===== src/shared/ccs_pkg.sv =====
// constants, types and helpers of the calibration command sequencer
package ccs_pkg;
  // ==========================================
  // register offsets
  localparam logic [7:0] CCS_A_CMD = 8'h00;
  localparam logic [7:0] CCS_A_ARG = 8'h04;
  localparam logic [7:0] CCS_A_DATE = 8'h08;
  localparam logic [7:0] CCS_A_DATE_Q = 8'h0c;
  localparam logic [7:0] CCS_A_STAT = 8'h10;
  localparam logic [7:0] CCS_A_ERRQ = 8'h14;
  localparam logic [7:0] CCS_A_SRE = 8'h18;
  localparam logic [7:0] CCS_A_IRQ_ST = 8'h1c;
  localparam logic [7:0] CCS_A_IRQ_CLR = 8'h20;
  localparam logic [7:0] CCS_A_IRQ_EN = 8'h24;
  // ==========================================
  // command codes, cmd[2:0]; step number in cmd[12:8]
  localparam logic [2:0] CCS_OP_UNLOCK = 3'h1;
  localparam logic [2:0] CCS_OP_LOCK = 3'h2;
  localparam logic [2:0] CCS_OP_INIT = 3'h3;
  localparam logic [2:0] CCS_OP_STEP = 3'h4;
  localparam logic [2:0] CCS_OP_SAVE = 3'h5;
  localparam logic [2:0] CCS_OP_DATE = 3'h6;
  localparam int CCS_CMD_STEP_LSB = 8;
  // unlock passcode, value arbitrary
  localparam logic [31:0] CCS_PASSCODE = 32'h5a5a_0001;
  // ==========================================
  // date fields and limits
  localparam int CCS_YEAR_LSB = 16;
  localparam int CCS_MONTH_LSB = 8;
  localparam int CCS_DAY_LSB = 0;
  localparam logic [11:0] CCS_YEAR_MIN = 12'h7ce;
  localparam logic [11:0] CCS_YEAR_MAX = 12'h831;
  localparam logic [3:0] CCS_MONTH_MAX = 4'hc;
  localparam logic [4:0] CCS_DAY_MAX = 5'h1f;
  // ==========================================
  // steps, status and error codes
  localparam logic [4:0] CCS_STEP_COUNT = 5'h12;
  localparam logic [4:0] CCS_STEPS_PER_CH = 5'h09;
  localparam logic [4:0] CCS_NV_DATE_ADDR = 5'h12;
  localparam int CCS_SB_EAV = 2;
  localparam logic [7:0] CCS_SRE_RESET = 8'h00;
  localparam logic [15:0] CCS_CH2_OFS = 16'h0014;
  localparam logic [15:0] CCS_ERR_TRIG_BASE = 16'h019d;
  localparam logic [15:0] CCS_ERR_SEQ = 16'h00c8;
  localparam logic [15:0] CCS_ERR_DATE = 16'h00c9;
  localparam logic [15:0] CCS_ERR_LOCKED = 16'h00ca;
  localparam int CCS_ERR_DEPTH = 8;
  localparam int CCS_IRQ_STEP_ERR = 0;
  localparam int CCS_IRQ_SAVE_OK = 1;
  localparam int CCS_IRQ_SAVE_REF = 2;
  localparam int CCS_IRQ_W = 3;

  typedef struct packed {
    logic unlocked;
    logic begun;
    logic invalid;
    logic seq_bad;
    logic [4:0] idx;
  } ccs_cal_t;

  typedef struct packed {
    logic [11:0] year;
    logic [3:0] month;
    logic [4:0] day;
  } ccs_date_t;

  // failure code of a step; fault 1..3 are the trigger-level faults
  function automatic logic [15:0] ccs_err_code(input logic [4:0] step, input logic [1:0] fault);
    logic [4:0] pt;
    logic [15:0] base;
    pt = (step >= CCS_STEPS_PER_CH) ? step - CCS_STEPS_PER_CH : step;
    unique case (pt)
      5'h00: base = 16'h0194;
      5'h01: base = 16'h0195;
      5'h02: base = 16'h0196;
      5'h03: base = 16'h0197;
      5'h04: base = 16'h0199;
      5'h05: base = 16'h019a;
      5'h06: base = 16'h019b;
      5'h07: base = 16'h019c;
      default: base = 16'h019d;
    endcase
    if (fault != 2'h0) begin
      base = CCS_ERR_TRIG_BASE + {14'h0, fault};
    end
    if (step >= CCS_STEPS_PER_CH) begin
      base = base + CCS_CH2_OFS;
    end
    return base;
  endfunction

  function automatic logic ccs_date_ok(input ccs_date_t d);
    return d.year >= CCS_YEAR_MIN && d.year <= CCS_YEAR_MAX && d.month != 4'h0
      && d.month <= CCS_MONTH_MAX && d.day != 5'h0 && d.day <= CCS_DAY_MAX;
  endfunction
endpackage


===== src/logic/ccs_sequencer.sv =====
// calibration command sequencer with ahb-lite register slave
`timescale 1ns/1ps
// Operation
// - date year 1998-2097, month 1-12, day 1-31
// - date kept nonvolatile, query returns three fields
// - begin required before step, save, date
// - constants reach nonvolatile store only on save
// - save skipped if locked, invalid, incomplete, disordered
// - step number must equal expected index
// - step performs its point action with argument
// - step failure queues numbered error entry
// - error-available bit 2 set while queue nonempty
// - reading error entry removes it
// - mask value 4 raises service request
// - channel 1 codes 404-416
// - channel 2 codes offset by twenty
// - steps 0-8 channel 1, 9-17 channel 2
// - begin, step, save, date refused while locked
module ccs_sequencer
  import ccs_pkg::*;
(
  // clock and reset
  input wire logic hclk,
  input wire logic hresetn,
  // ahb-lite slave
  input wire logic hsel,
  input wire logic [31:0] haddr,
  input wire logic [1:0] htrans,
  input wire logic hwrite,
  input wire logic [2:0] hsize,
  input wire logic hready,
  input wire logic [31:0] hwdata,
  output logic hreadyout,
  output logic hresp,
  output logic [31:0] hrdata,
  // analog step engine
  output logic step_go,
  output logic [4:0] step_num,
  output logic [31:0] step_arg,
  input wire logic step_done,
  input wire logic step_fail,
  input wire logic [1:0] step_fault,
  input wire logic [31:0] step_value,
  // nonvolatile constant store
  output logic nv_we,
  output logic [4:0] nv_addr,
  output logic [31:0] nv_wdata,
  // service request and interrupt
  output logic srq,
  output logic irq
);
  typedef enum logic [1:0] {CCS_IDLE, CCS_STEP, CCS_SAVE} ccs_state_t;

  // ==========================================
  // bus slave
  logic wr_pend_q, wr_pend_d;
  logic [7:0] wr_addr_q, wr_addr_d;
  logic [31:0] rdata_q, rdata_d;
  logic ap, rd_ap, errq_pop;
  logic [31:0] arg_q, arg_d, date_w_q, date_w_d;
  logic [7:0] sre_q, sre_d;
  logic [CCS_IRQ_W-1:0] ist_q, ist_d, ien_q, ien_d, iset;
  ccs_cal_t cal_q, cal_d;
  ccs_date_t date_q, date_d, date_in;
  ccs_state_t st_q, st_d;
  logic [31:0] const_q [CCS_STEP_COUNT];
  logic go_q, go_d, nv_we_q, nv_we_d, srq_q, irq_q;
  logic [4:0] num_q, num_d, nv_addr_q, nv_addr_d;
  logic [31:0] nv_wdata_q, nv_wdata_d;
  logic push;
  logic [15:0] push_code, eq_head;
  logic eq_empty;
  logic [3:0] eq_count;
  logic [7:0] sb;
  logic cmd_wr, save_ok, const_we;
  logic [2:0] op;
  logic [4:0] cmd_step;

  assign ap = hsel && htrans[1] && hready;
  assign rd_ap = ap && !hwrite;
  assign errq_pop = rd_ap && haddr[7:0] == CCS_A_ERRQ;
  assign sb = {5'h0, !eq_empty, 2'h0};

  always_comb begin
    wr_pend_d = ap && hwrite;
    wr_addr_d = haddr[7:0];
    rdata_d = 32'h0;
    if (rd_ap) begin
      unique case (haddr[7:0])
        CCS_A_ARG: rdata_d = arg_q;
        CCS_A_DATE: rdata_d = date_w_q;
        CCS_A_DATE_Q: rdata_d = {4'h0, date_q.year, 4'h0, date_q.month, 3'h0, date_q.day};
        CCS_A_STAT: rdata_d = {4'h0, eq_count, sb, 4'h0, st_q != CCS_IDLE, 2'h0, cal_q};
        CCS_A_ERRQ: rdata_d = {16'h0, eq_head};
        CCS_A_SRE: rdata_d = {24'h0, sre_q};
        CCS_A_IRQ_ST: rdata_d = {29'h0, ist_q};
        CCS_A_IRQ_EN: rdata_d = {29'h0, ien_q};
        default: rdata_d = 32'h0;
      endcase
    end
  end

  always_ff @(posedge hclk or negedge hresetn) begin
    if (!hresetn) begin
      wr_pend_q <= 1'b0;
      wr_addr_q <= 8'h0;
      rdata_q <= 32'h0;
    end else begin
      wr_pend_q <= wr_pend_d;
      wr_addr_q <= wr_addr_d;
      rdata_q <= rdata_d;
    end
  end

  // zero wait states, always okay
  assign hreadyout = 1'b1;
  assign hresp = 1'b0;
  assign hrdata = rdata_q;

  // ==========================================
  // software registers and interrupt
  assign cmd_wr = wr_pend_q && wr_addr_q == CCS_A_CMD;
  assign op = hwdata[2:0];
  assign cmd_step = hwdata[CCS_CMD_STEP_LSB +: 5];

  always_comb begin
    arg_d = (wr_pend_q && wr_addr_q == CCS_A_ARG) ? hwdata : arg_q;
    date_w_d = (wr_pend_q && wr_addr_q == CCS_A_DATE) ? hwdata : date_w_q;
    sre_d = (wr_pend_q && wr_addr_q == CCS_A_SRE) ? hwdata[7:0] : sre_q;
    ien_d = (wr_pend_q && wr_addr_q == CCS_A_IRQ_EN) ? hwdata[CCS_IRQ_W-1:0] : ien_q;
    ist_d = ist_q;
    if (wr_pend_q && wr_addr_q == CCS_A_IRQ_CLR) begin
      ist_d = ist_q & ~hwdata[CCS_IRQ_W-1:0];
    end
    // a new event beats a clear in the same cycle
    ist_d = ist_d | iset;
  end

  always_ff @(posedge hclk or negedge hresetn) begin
    if (!hresetn) begin
      arg_q <= 32'h0;
      date_w_q <= 32'h0;
      sre_q <= CCS_SRE_RESET;
      ien_q <= '0;
      ist_q <= '0;
      srq_q <= 1'b0;
      irq_q <= 1'b0;
    end else begin
      arg_q <= arg_d;
      date_w_q <= date_w_d;
      sre_q <= sre_d;
      ien_q <= ien_d;
      ist_q <= ist_d;
      srq_q <= |(sb & sre_q);
      irq_q <= |(ist_d & ien_d);
    end
  end

  // ==========================================
  // sequencer
  // fields split at their own positions, as the controller delimits them
  assign date_in = '{year: date_w_q[CCS_YEAR_LSB +: 12], month: date_w_q[CCS_MONTH_LSB +: 4],
    day: date_w_q[CCS_DAY_LSB +: 5]};
  assign save_ok = cal_q.unlocked && !cal_q.invalid && !cal_q.seq_bad
    && cal_q.idx == CCS_STEP_COUNT;

  always_comb begin
    cal_d = cal_q;
    date_d = date_q;
    st_d = st_q;
    go_d = 1'b0;
    num_d = num_q;
    nv_we_d = 1'b0;
    nv_addr_d = nv_addr_q;
    nv_wdata_d = nv_wdata_q;
    push = 1'b0;
    push_code = 16'h0;
    iset = '0;
    const_we = 1'b0;
    unique case (st_q)
      CCS_IDLE: begin
        if (cmd_wr) begin
          if (op == CCS_OP_UNLOCK) begin
            cal_d.unlocked = arg_q == CCS_PASSCODE;
          end else if (op == CCS_OP_LOCK) begin
            cal_d = '0;
          end else if (op >= CCS_OP_INIT && op <= CCS_OP_DATE && !cal_q.unlocked) begin
            push = 1'b1;
            push_code = CCS_ERR_LOCKED;
          end else if (op == CCS_OP_INIT) begin
            cal_d = '{unlocked: 1'b1, begun: 1'b1, invalid: 1'b0, seq_bad: 1'b0, idx: 5'h0};
          end else if (op >= CCS_OP_STEP && op <= CCS_OP_DATE && !cal_q.begun) begin
            push = 1'b1;
            push_code = CCS_ERR_SEQ;
          end else if (op == CCS_OP_STEP) begin
            if (cmd_step != cal_q.idx) begin
              push = 1'b1;
              push_code = CCS_ERR_SEQ;
              cal_d.seq_bad = 1'b1;
            end else begin
              go_d = 1'b1;
              num_d = cmd_step;
              st_d = CCS_STEP;
            end
          end else if (op == CCS_OP_SAVE) begin
            if (save_ok) begin
              st_d = CCS_SAVE;
              nv_addr_d = 5'h0;
            end else begin
              iset[CCS_IRQ_SAVE_REF] = 1'b1;
            end
          end else if (op == CCS_OP_DATE) begin
            if (ccs_date_ok(date_in)) begin
              date_d = date_in;
              nv_we_d = 1'b1;
              nv_addr_d = CCS_NV_DATE_ADDR;
              nv_wdata_d = {4'h0, date_in.year, 4'h0, date_in.month, 3'h0, date_in.day};
            end else begin
              push = 1'b1;
              push_code = CCS_ERR_DATE;
            end
          end
        end
      end
      CCS_STEP: begin
        // other commands are dropped while the analog step runs
        if (step_done) begin
          st_d = CCS_IDLE;
          if (step_fail) begin
            push = 1'b1;
            push_code = ccs_err_code(num_q, step_fault);
            cal_d.invalid = 1'b1;
            iset[CCS_IRQ_STEP_ERR] = 1'b1;
          end else begin
            const_we = 1'b1;
            cal_d.idx = cal_q.idx + 5'h1;
          end
        end
      end
      CCS_SAVE: begin
        nv_we_d = 1'b1;
        nv_addr_d = nv_we_q ? nv_addr_q + 5'h1 : 5'h0;
        if (nv_we_q && nv_addr_q == CCS_STEP_COUNT - 5'h1) begin
          nv_we_d = 1'b0;
          nv_addr_d = nv_addr_q;
          st_d = CCS_IDLE;
          iset[CCS_IRQ_SAVE_OK] = 1'b1;
        end
        // read after the end test so the index never runs past the last constant
        nv_wdata_d = const_q[nv_addr_d];
      end
    endcase
  end

  always_ff @(posedge hclk or negedge hresetn) begin
    if (!hresetn) begin
      cal_q <= '0;
      date_q <= '0;
      st_q <= CCS_IDLE;
      go_q <= 1'b0;
      num_q <= 5'h0;
      nv_we_q <= 1'b0;
      nv_addr_q <= 5'h0;
      nv_wdata_q <= 32'h0;
    end else begin
      cal_q <= cal_d;
      date_q <= date_d;
      st_q <= st_d;
      go_q <= go_d;
      num_q <= num_d;
      nv_we_q <= nv_we_d;
      nv_addr_q <= nv_addr_d;
      nv_wdata_q <= nv_wdata_d;
    end
  end

  // volatile working constants, one per step
  always_ff @(posedge hclk) begin
    if (const_we) begin
      const_q[num_q] <= step_value;
    end
  end

  assign step_go = go_q;
  assign step_num = num_q;
  assign step_arg = arg_q;
  assign nv_we = nv_we_q;
  assign nv_addr = nv_addr_q;
  assign nv_wdata = nv_wdata_q;
  assign srq = srq_q;
  assign irq = irq_q;

  ccs_err_queue u_errq (
    .hclk(hclk),
    .hresetn(hresetn),
    .push(push),
    .push_code(push_code),
    .pop(errq_pop),
    .head(eq_head),
    .empty(eq_empty),
    .count(eq_count)
  );

  // ==========================================
  // checks
  date_range_a: assert property (@(posedge hclk) disable iff (!hresetn)
    st_q == CCS_IDLE && cmd_wr && op == CCS_OP_DATE && cal_q.begun && date_in.month == 4'h0
    |=> $stable(date_q) && !nv_we_q) else $error("bad date stored");
  begin_gate_a: assert property (@(posedge hclk) disable iff (!hresetn)
    st_q == CCS_IDLE && cmd_wr && op == CCS_OP_STEP && !cal_q.begun |=> !step_go)
    else $error("step ran before begin");
  save_gate_a: assert property (@(posedge hclk) disable iff (!hresetn)
    st_q == CCS_IDLE && cmd_wr && op == CCS_OP_SAVE && cal_q.begun && cal_q.idx != CCS_STEP_COUNT
    |=> st_q == CCS_IDLE ##1 !nv_we) else $error("incomplete save written");
  save_run_a: assert property (@(posedge hclk) disable iff (!hresetn)
    st_q == CCS_IDLE && cmd_wr && op == CCS_OP_SAVE && save_ok
    |=> ##1 nv_we && nv_addr == 5'h0) else $error("save did not start");
  seq_err_a: assert property (@(posedge hclk) disable iff (!hresetn)
    st_q == CCS_IDLE && cmd_wr && op == CCS_OP_STEP && cal_q.begun && cmd_step != cal_q.idx
    |=> cal_q.seq_bad && !step_go && !eq_empty) else $error("out of order step ran");
  step_adv_a: assert property (@(posedge hclk) disable iff (!hresetn)
    st_q == CCS_STEP && step_done && !step_fail |=> cal_q.idx == $past(cal_q.idx) + 5'h1)
    else $error("step index not advanced");
  step_err_a: assert property (@(posedge hclk) disable iff (!hresetn)
    st_q == CCS_STEP && step_done && step_fail |=> cal_q.invalid && !eq_empty)
    else $error("step failure not queued");
  srq_mask_a: assert property (@(posedge hclk) disable iff (!hresetn)
    sre_q == 8'h04 && !eq_empty && $stable(sre_q) |=> srq) else $error("no service request");
  pop_last_a: assert property (@(posedge hclk) disable iff (!hresetn)
    errq_pop && eq_count == 4'h1 && !push |=> eq_empty && !sb[CCS_SB_EAV])
    else $error("error entry not removed");
  lock_clr_a: assert property (@(posedge hclk) disable iff (!hresetn)
    st_q == CCS_IDLE && cmd_wr && op == CCS_OP_LOCK |=> cal_q == '0) else $error("lock left state");
endmodule


===== src/logic/ccs_err_queue.sv =====
// error queue of the calibration sequencer
`timescale 1ns/1ps
module ccs_err_queue
  import ccs_pkg::*;
(
  // clock and reset
  input wire logic hclk,
  input wire logic hresetn,
  // push and pop
  input wire logic push,
  input wire logic [15:0] push_code,
  input wire logic pop,
  // state
  output logic [15:0] head,
  output logic empty,
  output logic [3:0] count
);
  // ==========================================
  // storage
  logic [15:0] mem_q [CCS_ERR_DEPTH];
  logic [2:0] wp_q, wp_d, rp_q, rp_d;
  logic [3:0] cnt_q, cnt_d;
  logic do_push, do_pop;

  // a full queue drops the newest entry, older faults matter more
  always_comb begin
    do_pop = pop && cnt_q != 4'h0;
    do_push = push && (cnt_q != 4'(CCS_ERR_DEPTH) || do_pop);
    wp_d = do_push ? wp_q + 3'h1 : wp_q;
    rp_d = do_pop ? rp_q + 3'h1 : rp_q;
    cnt_d = cnt_q + {3'h0, do_push} - {3'h0, do_pop};
  end

  always_ff @(posedge hclk or negedge hresetn) begin
    if (!hresetn) begin
      wp_q <= 3'h0;
      rp_q <= 3'h0;
      cnt_q <= 4'h0;
    end else begin
      wp_q <= wp_d;
      rp_q <= rp_d;
      cnt_q <= cnt_d;
    end
  end

  always_ff @(posedge hclk) begin
    if (do_push) begin
      mem_q[wp_q] <= push_code;
    end
  end

  assign head = (cnt_q == 4'h0) ? 16'h0 : mem_q[rp_q];
  assign empty = cnt_q == 4'h0;
  assign count = cnt_q;
endmodule


===== config.mk =====
export PLATFORM = sky130hd
export DESIGN_NAME = ccs_sequencer
export DESIGN_NICKNAME = d
export VERILOG_FILES = /design/src/shared/ccs_pkg.sv /design/src/logic/ccs_sequencer.sv /design/src/logic/ccs_err_queue.sv
export SDC_FILE = /design/constraint.sdc
export NUM_CORES = 1
export LEC_CHECK = 0
export BUFFER_PORTS_ARGS = -buffer_cell sky130_fd_sc_hd__buf_4
export CORE_ASPECT_RATIO = 1.75
export CORE_MARGIN = 2
export CORE_UTILIZATION = 60
export CTS_CLUSTER_DIAMETER = 120
export DETAILED_ROUTE_END_ITERATION = 6
export PLACE_DENSITY = 0.79
export SETUP_SLACK_MARGIN = 0.02
export SYNTH_ARGS = -nofsm -noshare
export SYNTH_HDL_FRONTEND = slang
export SYNTH_SLANG_ARGS = --single-unit
export TNS_END_PERCENT = 10

===== constraint.sdc =====
create_clock -name hclk -period 5.25 [get_ports hclk]
set_input_delay 0.7875 -clock hclk [delete_from_list [all_inputs] [get_ports hclk]]
set_output_delay 0.7875 -clock hclk [all_outputs]
set_load 0.02 [all_outputs]

==> metrics list, run 1 <==
* Fraction of registers with async set or reset after synthesis: 0.2421
- For this run, the top clock speed supported by timing is 0.2456 GHz.
- Result of the run: complete, no violations
- Setup total negative slack on the finished layout was measured at 0 ps.
- Mux contribution to synthesized area: 0.08170
- Simple-gate share of the synthesized area: 0.09452
- The region available for standard cell placement spans 0.05782 mm².
- The cell family contributing the most delay on the critical path is simple AND/OR/NAND/NOR gates.
- The max-slew violation total from the final report was 0.
- Synthesized area per cell: 13.87 µm²
- Startpoint Class: register
- Initial DRC Count: 2556
- Number of buffers inserted for hold repair after clock tree synthesis: 0
* Number of nets in the final layout: 2835
* Unrepaired setup endpoints after global routing: false
- In this run the post-CTS setup repair buffer count came out at 0.
* Clock tree from TritonCTS: built
* Sequential-to-total area share from yosys stat: 0.7053
* Vias post-DR: 22790
- Setup violations remaining at the end of the flow were counted as 0.
- Cell with the largest stage delay on the worst path: mux2_8
* Port-buffer cells: 191
- Worst vdd rail ir drop: 0.0005400 V
- The floorplan has 117 rows.
- Met1 Routed Length: 31660 µm
- Synthesis produced a netlist with a net count of 2654.
* Overflow left after global routing: 0
- Clock input transition at the sequential cells of the worst setup and hold paths: 70 ps
* Die outline area: 0.06024 mm²
- Num ports: 222
* Arithmetic-cell share of the synthesized area counting full adders, half adders and majority gates: 0.009169
* Ratio of cells with drive above 1 in the final layout: 0.2023
* Detail Route met3 WL: 7665 µm
- After technology mapping, the gate count stands at 2519.
- After detailed routing, the number of remaining DRC violations is 0.
* Global-route wire length before repair: 138700 µm
- Total power: 18.22 mW
* Setup Crit Path Kind: register to register
- Total length of routed met2 wires: 47080 µm
- Detailed-route wire length per cell: 26.36 µm
- Crit share post-route: 0.7754
- At the worst endpoint, the required time is 5700 ps.
- Count of max-cap constraint violations: 0
- The signal on the critical path passes through ha_1, nor4bb_2, mux2_8, buf_12, a21oi_1, a211oi_1, nor4_1, a32oi_1.
* Main combinational cell family by area after synthesis: simple AND/OR/NAND/NOR gates
* Final instance area: 0.03987 mm²
- Post-synthesis cell type count: 83
* P per Cell Area: 457.1 mW/mm²
* Slew of the pin with the lowest slew margin: 1338 ps
- Count of nets left with antenna violations after detail routing: 0
* Post-synthesis share of cell area spent on xor and xnor gates: 0.004764
* Worst rel slew slack: 0.09639
* Buffer depth of the longest clock path: 3
* Effective utilization at floorplan: 0.6041
- Data arrives at the worst endpoint at 4520 ps.
- The largest single stage delay on the critical path is 760 ps.
* Post-route worst hold slack: 217.8 ps
* Uppermost metal layer occupied by signal nets: met4
* Maximum number of pins on one net before global-route repair: 125
- Routability Congestion: 0.9221
- After synthesis the netlist holds a flip-flop and latch count of 855.
- Num CTS Buffers: 73
- Leak pwr: 14.94 nW
- Ratio of routed vias to standard cells: 6.448
- Across every metal layer, demand over resource in global routing totals 0.3094.
- CTS Sinks: 855
* Crit. End Element: register
- Worst setup skew after layout: 26.49 ps
- After filler insertion, the fill cell instance count of the layout stands at 3785.
- Pre-antenna DRT Iters: 5
* Synthesized area: 0.03493 mm²
- H-tree depth: 3
* Clock latency on the worst-skew pair: 620 ps
* Number of standard cells in the final layout excluding fillers: 3534
- Placed wire-length estimate after detailed placement: 58550 µm
* Number of synthesis warnings: 0
- Clock tree synthesis selected as its root buffer the cell clkbuf_16.
- Die outline height: 323.2 µm
* Number of global-route vias before repair: 23210
* Post-synth EDFFs: 648
* Sum of routed wire length over all layers: 93160 µm
* Initial antenna violation count: 3
- The tightest min-delay check is of the input pin to async pin type.
- Number of cells in the design after placement: 3398
- The floorplan step set the die width to 186.4 µm.
- Area added between synthesis and finish: 14.12%
* Post-synthesis compound-gate area fraction: 0.08288
- After clock tree synthesis, the repair step resized 0 gates.
- Together, buffers and inverters on the worst path number 1.
* Peak fanout along the critical path: 124
- The clock period could shrink to 4071 ps.
* Hold Vio Cnt, Final: 0
* Synth Flop Type: edfxtp_1
- Total placed instance area: 0.03742 mm²
[kinds of logic after synthesis]
kind of cell    Yosys count
flops                   855
simple gates            738
compound gates          451
mux                     247
buf+inv                 182
fa+ha+maj                25
xor+xnor                 19
other cells               2
[through the flow]
step                  util  worst slack (ps)
floorplan                -              1421
global placement    0.6472              1306
detailed placement  0.6472              1258
CTS                 0.6893              1251
global route        0.6894             998.1
finish              0.6894              1179
[synth_stat cells (4+ instances only)]
library cell  instances  area share
o31ai_1              15      0.0032
nand2_1             449       0.048
mux4_2               18       0.012
nor2b_1               5     0.00090
o21ai_0              38      0.0054
nor4b_1               5      0.0013
or2_2                 4     0.00072
a211oi_1             17      0.0037
a221oi_1             20      0.0050
nor2_1              118       0.013
inv_1                35      0.0038
nand4_1               8      0.0014
a222oi_1             10      0.0029
edfxtp_1            648        0.56
o22ai_1              30      0.0054
buf_2                28      0.0040
and3_1                4     0.00072
a21oi_1             205       0.029
nor3_1               12      0.0017
nor4bb_1              4      0.0011
a22oi_1              11      0.0024
nand3_1              32      0.0046
and2_1                8      0.0014
buf_4                 4     0.00086
a2111oi_0            15      0.0038
a31oi_1              20      0.0036
clkbuf_1             89      0.0096
mux2_2              125       0.040
dfrtp_1             207        0.15
nor4_1               50      0.0090
nand3b_1              6      0.0013
or3_1                 4     0.00072
mux2i_1             104       0.030
buf_1                24      0.0026
ha_1                 24      0.0086
xor2_1                4      0.0010
or4_1                 4     0.00086
nand2b_1              7      0.0013
o211ai_1             19      0.0041
a32oi_1              15      0.0038
xnor2_1              15      0.0038
[final timing paths]
check | startpoint | to | slack, ps | cells after the start
hold reg to reg | sre_q[1] | sre_q[1] | 510 | 1
setup reg to reg | nv_addr[0] | nv_wdata[9] | 1180 | 8
setup / recovery | nv_addr[0] | nv_wdata[9] | 1180 | 8
max in group asynchronous | hresetn | nv_wdata[10] | 3880 | 2
hold / removal | hresetn | hrdata[15] | 220 | 1
min in group hclk | haddr[4] | wr_addr_q[4] | 290 | 1
[layer usage]
layer,global-route usage,vias up
met5,0,-
met4,0.2119,0
met3,0.05110,353
met2,0.5348,1353
met1,0.3549,11310
li1,-,9773
[worst reg2reg max path, delay by kind of cell, from the launching register on]
family | cells | cell delay [ps]
compound gates | 3 | 730
fa+ha+maj | 1 | 220
simple gates | 2 | 1310
mux | 1 | 760
flops | 1 | 510
buf+inv | 1 | 360
[flip-flops by register name, indices dropped and copies added, names as in the netlist, 4 cells and up]
register	cells
u_errq.mem_q	72
const_q	576
step_arg	32
nv_addr	5
step_num	5
u_errq.count	4
date_w_q	32
hrdata	32
nv_wdata	32
sre_q	8
cal_q	9
wr_addr_q	8
date_q	21
[power by group]
part / internal (mW) / switching (mW) / total [mW]
Clock: 3.11 / 2.39 / 5.50
Sequential: 7.48 / 0.244 / 7.72
Combinational: 1.56 / 3.45 / 5.01
[final cells by class]
| type | count | area, µm² | share of cell area |
|---|---|---|---|
| antenna | 3 | 7.507 | 0.0001883 |
| multi-input combinational | 1482 | 9743 | 0.2444 |
| clock inverter | 33 | 337.8 | 0.008474 |
| sequential | 855 | 24640 | 0.6180 |
| clock buffer | 100 | 2096 | 0.05257 |
| timing repair buffer | 253 | 1944 | 0.04877 |
| inverter | 35 | 131.4 | 0.003295 |
| tap | 773 | 967.2 | 0.02426 |
[placed cells by master (no fill, tap or decap), types with 19 or more instances in the layout]
cell / count
a221oi_1: 20
mux2_2: 124
o21ai_0: 37
clkbuf_16: 76
dfrtp_1: 207
ha_1: 24
o22ai_1: 30
nor4_1: 50
mux2i_1: 102
inv_1: 35
a31oi_1: 20
edfxtp_1: 648
nand2_1: 449
buf_4: 249
nor2_1: 99
nand3_1: 32
o211ai_1: 19
a21oi_1: 205
(Power assumes the default switching activity.)
==> run 2: changes to the inputs <==
--- a/config.mk
+++ b/config.mk
@@ -5,13 +5,14 @@
 export SDC_FILE = /design/constraint.sdc
 export NUM_CORES = 1
 export LEC_CHECK = 0
+export ABC_AREA = 1
 export BUFFER_PORTS_ARGS = -buffer_cell sky130_fd_sc_hd__buf_4
 export CORE_ASPECT_RATIO = 1.75
 export CORE_MARGIN = 2
-export CORE_UTILIZATION = 60
+export CORE_UTILIZATION = 55
 export CTS_CLUSTER_DIAMETER = 120
 export DETAILED_ROUTE_END_ITERATION = 6
-export PLACE_DENSITY = 0.79
+export PLACE_DENSITY = 0.76
 export SETUP_SLACK_MARGIN = 0.02
 export SYNTH_ARGS = -nofsm -noshare
 export SYNTH_HDL_FRONTEND = slang
==> constraint.sdc (replaced) <==
create_clock -name hclk -period 3.7 [get_ports hclk]
set_input_delay 0.555 -clock hclk [delete_from_list [all_inputs] [get_ports hclk]]
set_output_delay 0.555 -clock hclk [all_outputs]
set_load 0.02 [all_outputs]
==> metrics list, run 2 <==
- The flow ran to the end, but the final reports show violations.
* Violated checks: design-rule violations
- Registers with the highest flip-flop counts: const_q: 576 flops, u_errq.mem_q: 72 flops
- In this run the worst path has a maximum fanout of 10.
- Post-synth EDFFs: 648
* Final instance area: 0.04247 mm²
- Setup repair after global routing left no endpoint under its margin.
- Worst setup skew after layout: 28.90 ps
- Number of nets in the final layout: 3888
- Crit path required time: 4030 ps
- For the pin with the worst max-slew slack, the measured transition is 1106 ps.
- In the post-synthesis netlist, the cell with the most instances is nand2_1.
- Detailed routing inserted a total of 26930 vias.
- Ratio of cells with drive above 1 in the final layout: 0.1157
- The core region is 0.06716 mm².
* Count of nets left with antenna violations after detail routing: 0
* Fraction of registers with async set or reset after synthesis: 0.2421
- Num CTS Buffers: 76
- The first global-routing pass estimated 153000 µm of wire.
- STA puts the critical path data arrival time at 3600 ps.
- In this design, the largest share of critical-path delay is due to compound AO/OA/AOI/OAI gates.
- Entering global routing, the biggest net connects 182 pins.
- Crit share post-route: 0.8829
- At the later pin of the worst-skew pair, clock insertion delay measures 640 ps.
- The commonest cells after synthesis are nand2_1, edfxtp_1, nand3_1, inv_1, dfrtp_1.
* Hold Vio Cnt, Final: 0
- CTS Sinks: 855
- Effective utilization at floorplan: 0.5545
- Classification of the worst-slack hold path: input pin to register
- Total power: 18.83 mW
- Stages on the worst setup path: 15
- Startpoint Class: register
- The most used flip-flop cell after synthesis is edfxtp_1.
- Across every metal layer, demand over resource in global routing totals 0.2883.
- Pre-antenna DRT Iters: 7
- For the worst flop-to-flop path, the logic depth is 15.
* Sum of routed wire length over all layers: 100400 µm
- The synthesized netlist occupies a cell area of 0.03724 mm².
- Die outline area: 0.06989 mm²
- Post-synthesis cell type count: 47
- Commonest cells after routing, fill and taps aside: nand2_1, edfxtp_1, nand3_1, inv_1, buf_4
- Buffer depth of the longest clock path: 3
- Detailed placement finished with a half-perimeter wire length of 59650 µm.
- Setup total negative slack on the finished layout was measured at 0 ps.
* Setup Viol. Count Final: 0
- Ranking of synthesized cells by area: edfxtp_1, dfrtp_1, nand2_1
- In this run, synthesis produced a sequential element count of 855.
* Port-buffer cells: 191
- Maximum cell stage delay along the critical path: 510 ps
- Library cell appearing most often on the critical path: inv_1
- Counting flops per register, the top entry is const_q.
- The die is 348.2 µm tall.
* Nets in the synthesized netlist: 3723
* Count of max-cap constraint violations: 0
* Num ports: 222
- The number of buffers and inverters on the critical path is 5.
* Leak pwr: 18.14 nW
- Detailed-route wire length per cell: 21.32 µm
* Top cell type's share of synthesized area: 0.5225
- Compared with the post-synthesis result, the final layout area differs by 14.03%.
- The number of antenna violations at the first check in global routing came to 3.
* Cells after Synth: 3588
* Clock input transition at the sequential cells of the worst setup and hold paths: 70 ps
* Sequential-to-total area share from yosys stat: 0.6616
- In this run the tightest slew margin relative to its limit is 0.2600.
* Drc violations: 2
* Initial DRC Count: 2381
* Cell chain of the critical path: inv_1, ha_1, inv_1, o21ai_1, inv_1, nand2_2, inv_1, or2_2, o21ai_0, ha_1, inv_1, a31oi_1, ha_1, nor2_1, a21oi_1
* Worst vdd rail ir drop: 0.0003621 V
* Overflow left after global routing: 0
- Clock tree from TritonCTS: built
- Of all cell types, the one taking the most synthesized area is edfxtp_1.
- CTS root buffer: clkbuf_16
- The Yosys step of the flow raised 0 warnings.
* Post-CTS Setup Repair Bufs: 0
- Total placed instance area: 0.03996 mm²
- Max-slew violation count: 0
- Maximum clock frequency: 0.3061 GHz
- P per Cell Area: 443.4 mW/mm²
- Along the worst hold path, the cell count comes to 1.
* Ratio of routed vias to standard cells: 5.717
- Crit. End Element: register
* H-tree depth: 3
- Cell with the largest stage delay on the worst path: a21oi_1
- Each instance of the synthesized netlist takes up on average 10.38 µm².
- In this run the horizontal extent of the chip is 200.7 µm.
* Number of global-route vias before repair: 26390
* Setup Crit Path Kind: register to register
- Number of fill cells: 5104
- Routability Congestion: 0.9556
* Flip-flop count of the largest register after layout: 576
- Number of placement rows: 126
- Leaving out fill and tap cells, the most frequent cell in the layout is nand2_1.
* Final critical-path required period: 3267 ps
## run 2: final timing paths
path | startpoint | to | slack, ps
setup / recovery | step_num[1] | u_errq.mem_q[6][4] | 430
hold / removal | haddr[6] | wr_addr_q[6] | 30
setup reg to reg | step_num[1] | u_errq.mem_q[6][4] | 430
hold reg to reg | nv_wdata[15] | nv_wdata[15] | 480
max in group asynchronous | hresetn | hrdata[26] | 2350
min in group asynchronous | hresetn | u_errq.wp_q[1] | 460
## run 2: final cells by class
class / count / area [µm²] / area share
tap: 896 / 1121 / 0.02640
inverter: 418 / 1570 / 0.03698
clock buffer: 97 / 2083 / 0.04906
timing repair buffer: 280 / 2382 / 0.05610
multi-input combinational: 2122 / 10290 / 0.2423
antenna: 2 / 5.005 / 0.0001179
clock inverter: 40 / 375.4 / 0.008839
sequential: 855 / 24640 / 0.5802
## run 2: cell families (layout without fill, tap and decap cells)
logic type,count (synthesis),count (layout),share of synthesized area
flops,855,855,0.6616
simple gates,1792,1792,0.2133
other cells,2,4,0.0002017
compound gates,277,277,0.04193
buf+inv,611,835,0.06780
fa+ha+maj,25,25,0.008601
xor+xnor,13,13,0.003057
mux,13,13,0.003494
## run 2: metal layers
layer / global-route usage / share of wire / vias to the layer above
met2: 0.4936 / 0.50 / 1380
met1: 0.3366 / 0.35 / 12830
met3: 0.04781 / 0.084 / 321
met5: 0 / 0.00010 / -
li1: - / - / 12390
met4: 0.1882 / 0.065 / 2
## run 2: what timing repair did
action                                 CTS  global route
setup endpoints to repair                0             8
hold buffers                             4             0
resized for setup                        0             1
endpoints found under the hold margin   64             0
## run 2: metrics by stage
stage	setup slack (ps)	hold WS, ps	cells	utilization
2_1_floorplan	729.3	259.4	3588	-
3_5_place_dp	446.7	467.0	4567	0.5950
4_1_cts	411.5	1.237	4708	0.6322
3_3_place_gp	535.6	465.8	4567	0.5950
5_1_grt	108.1	8.602	4709	0.6323
6_report	433.2	32.27	4710	0.6323
## run 2: power breakdown
group	switching [mW]	leakage, nW	internal (mW)
clock network	3.50	1.21	4.42
registers	0.0375	8.30	10.4
logic	0.353	8.63	0.165
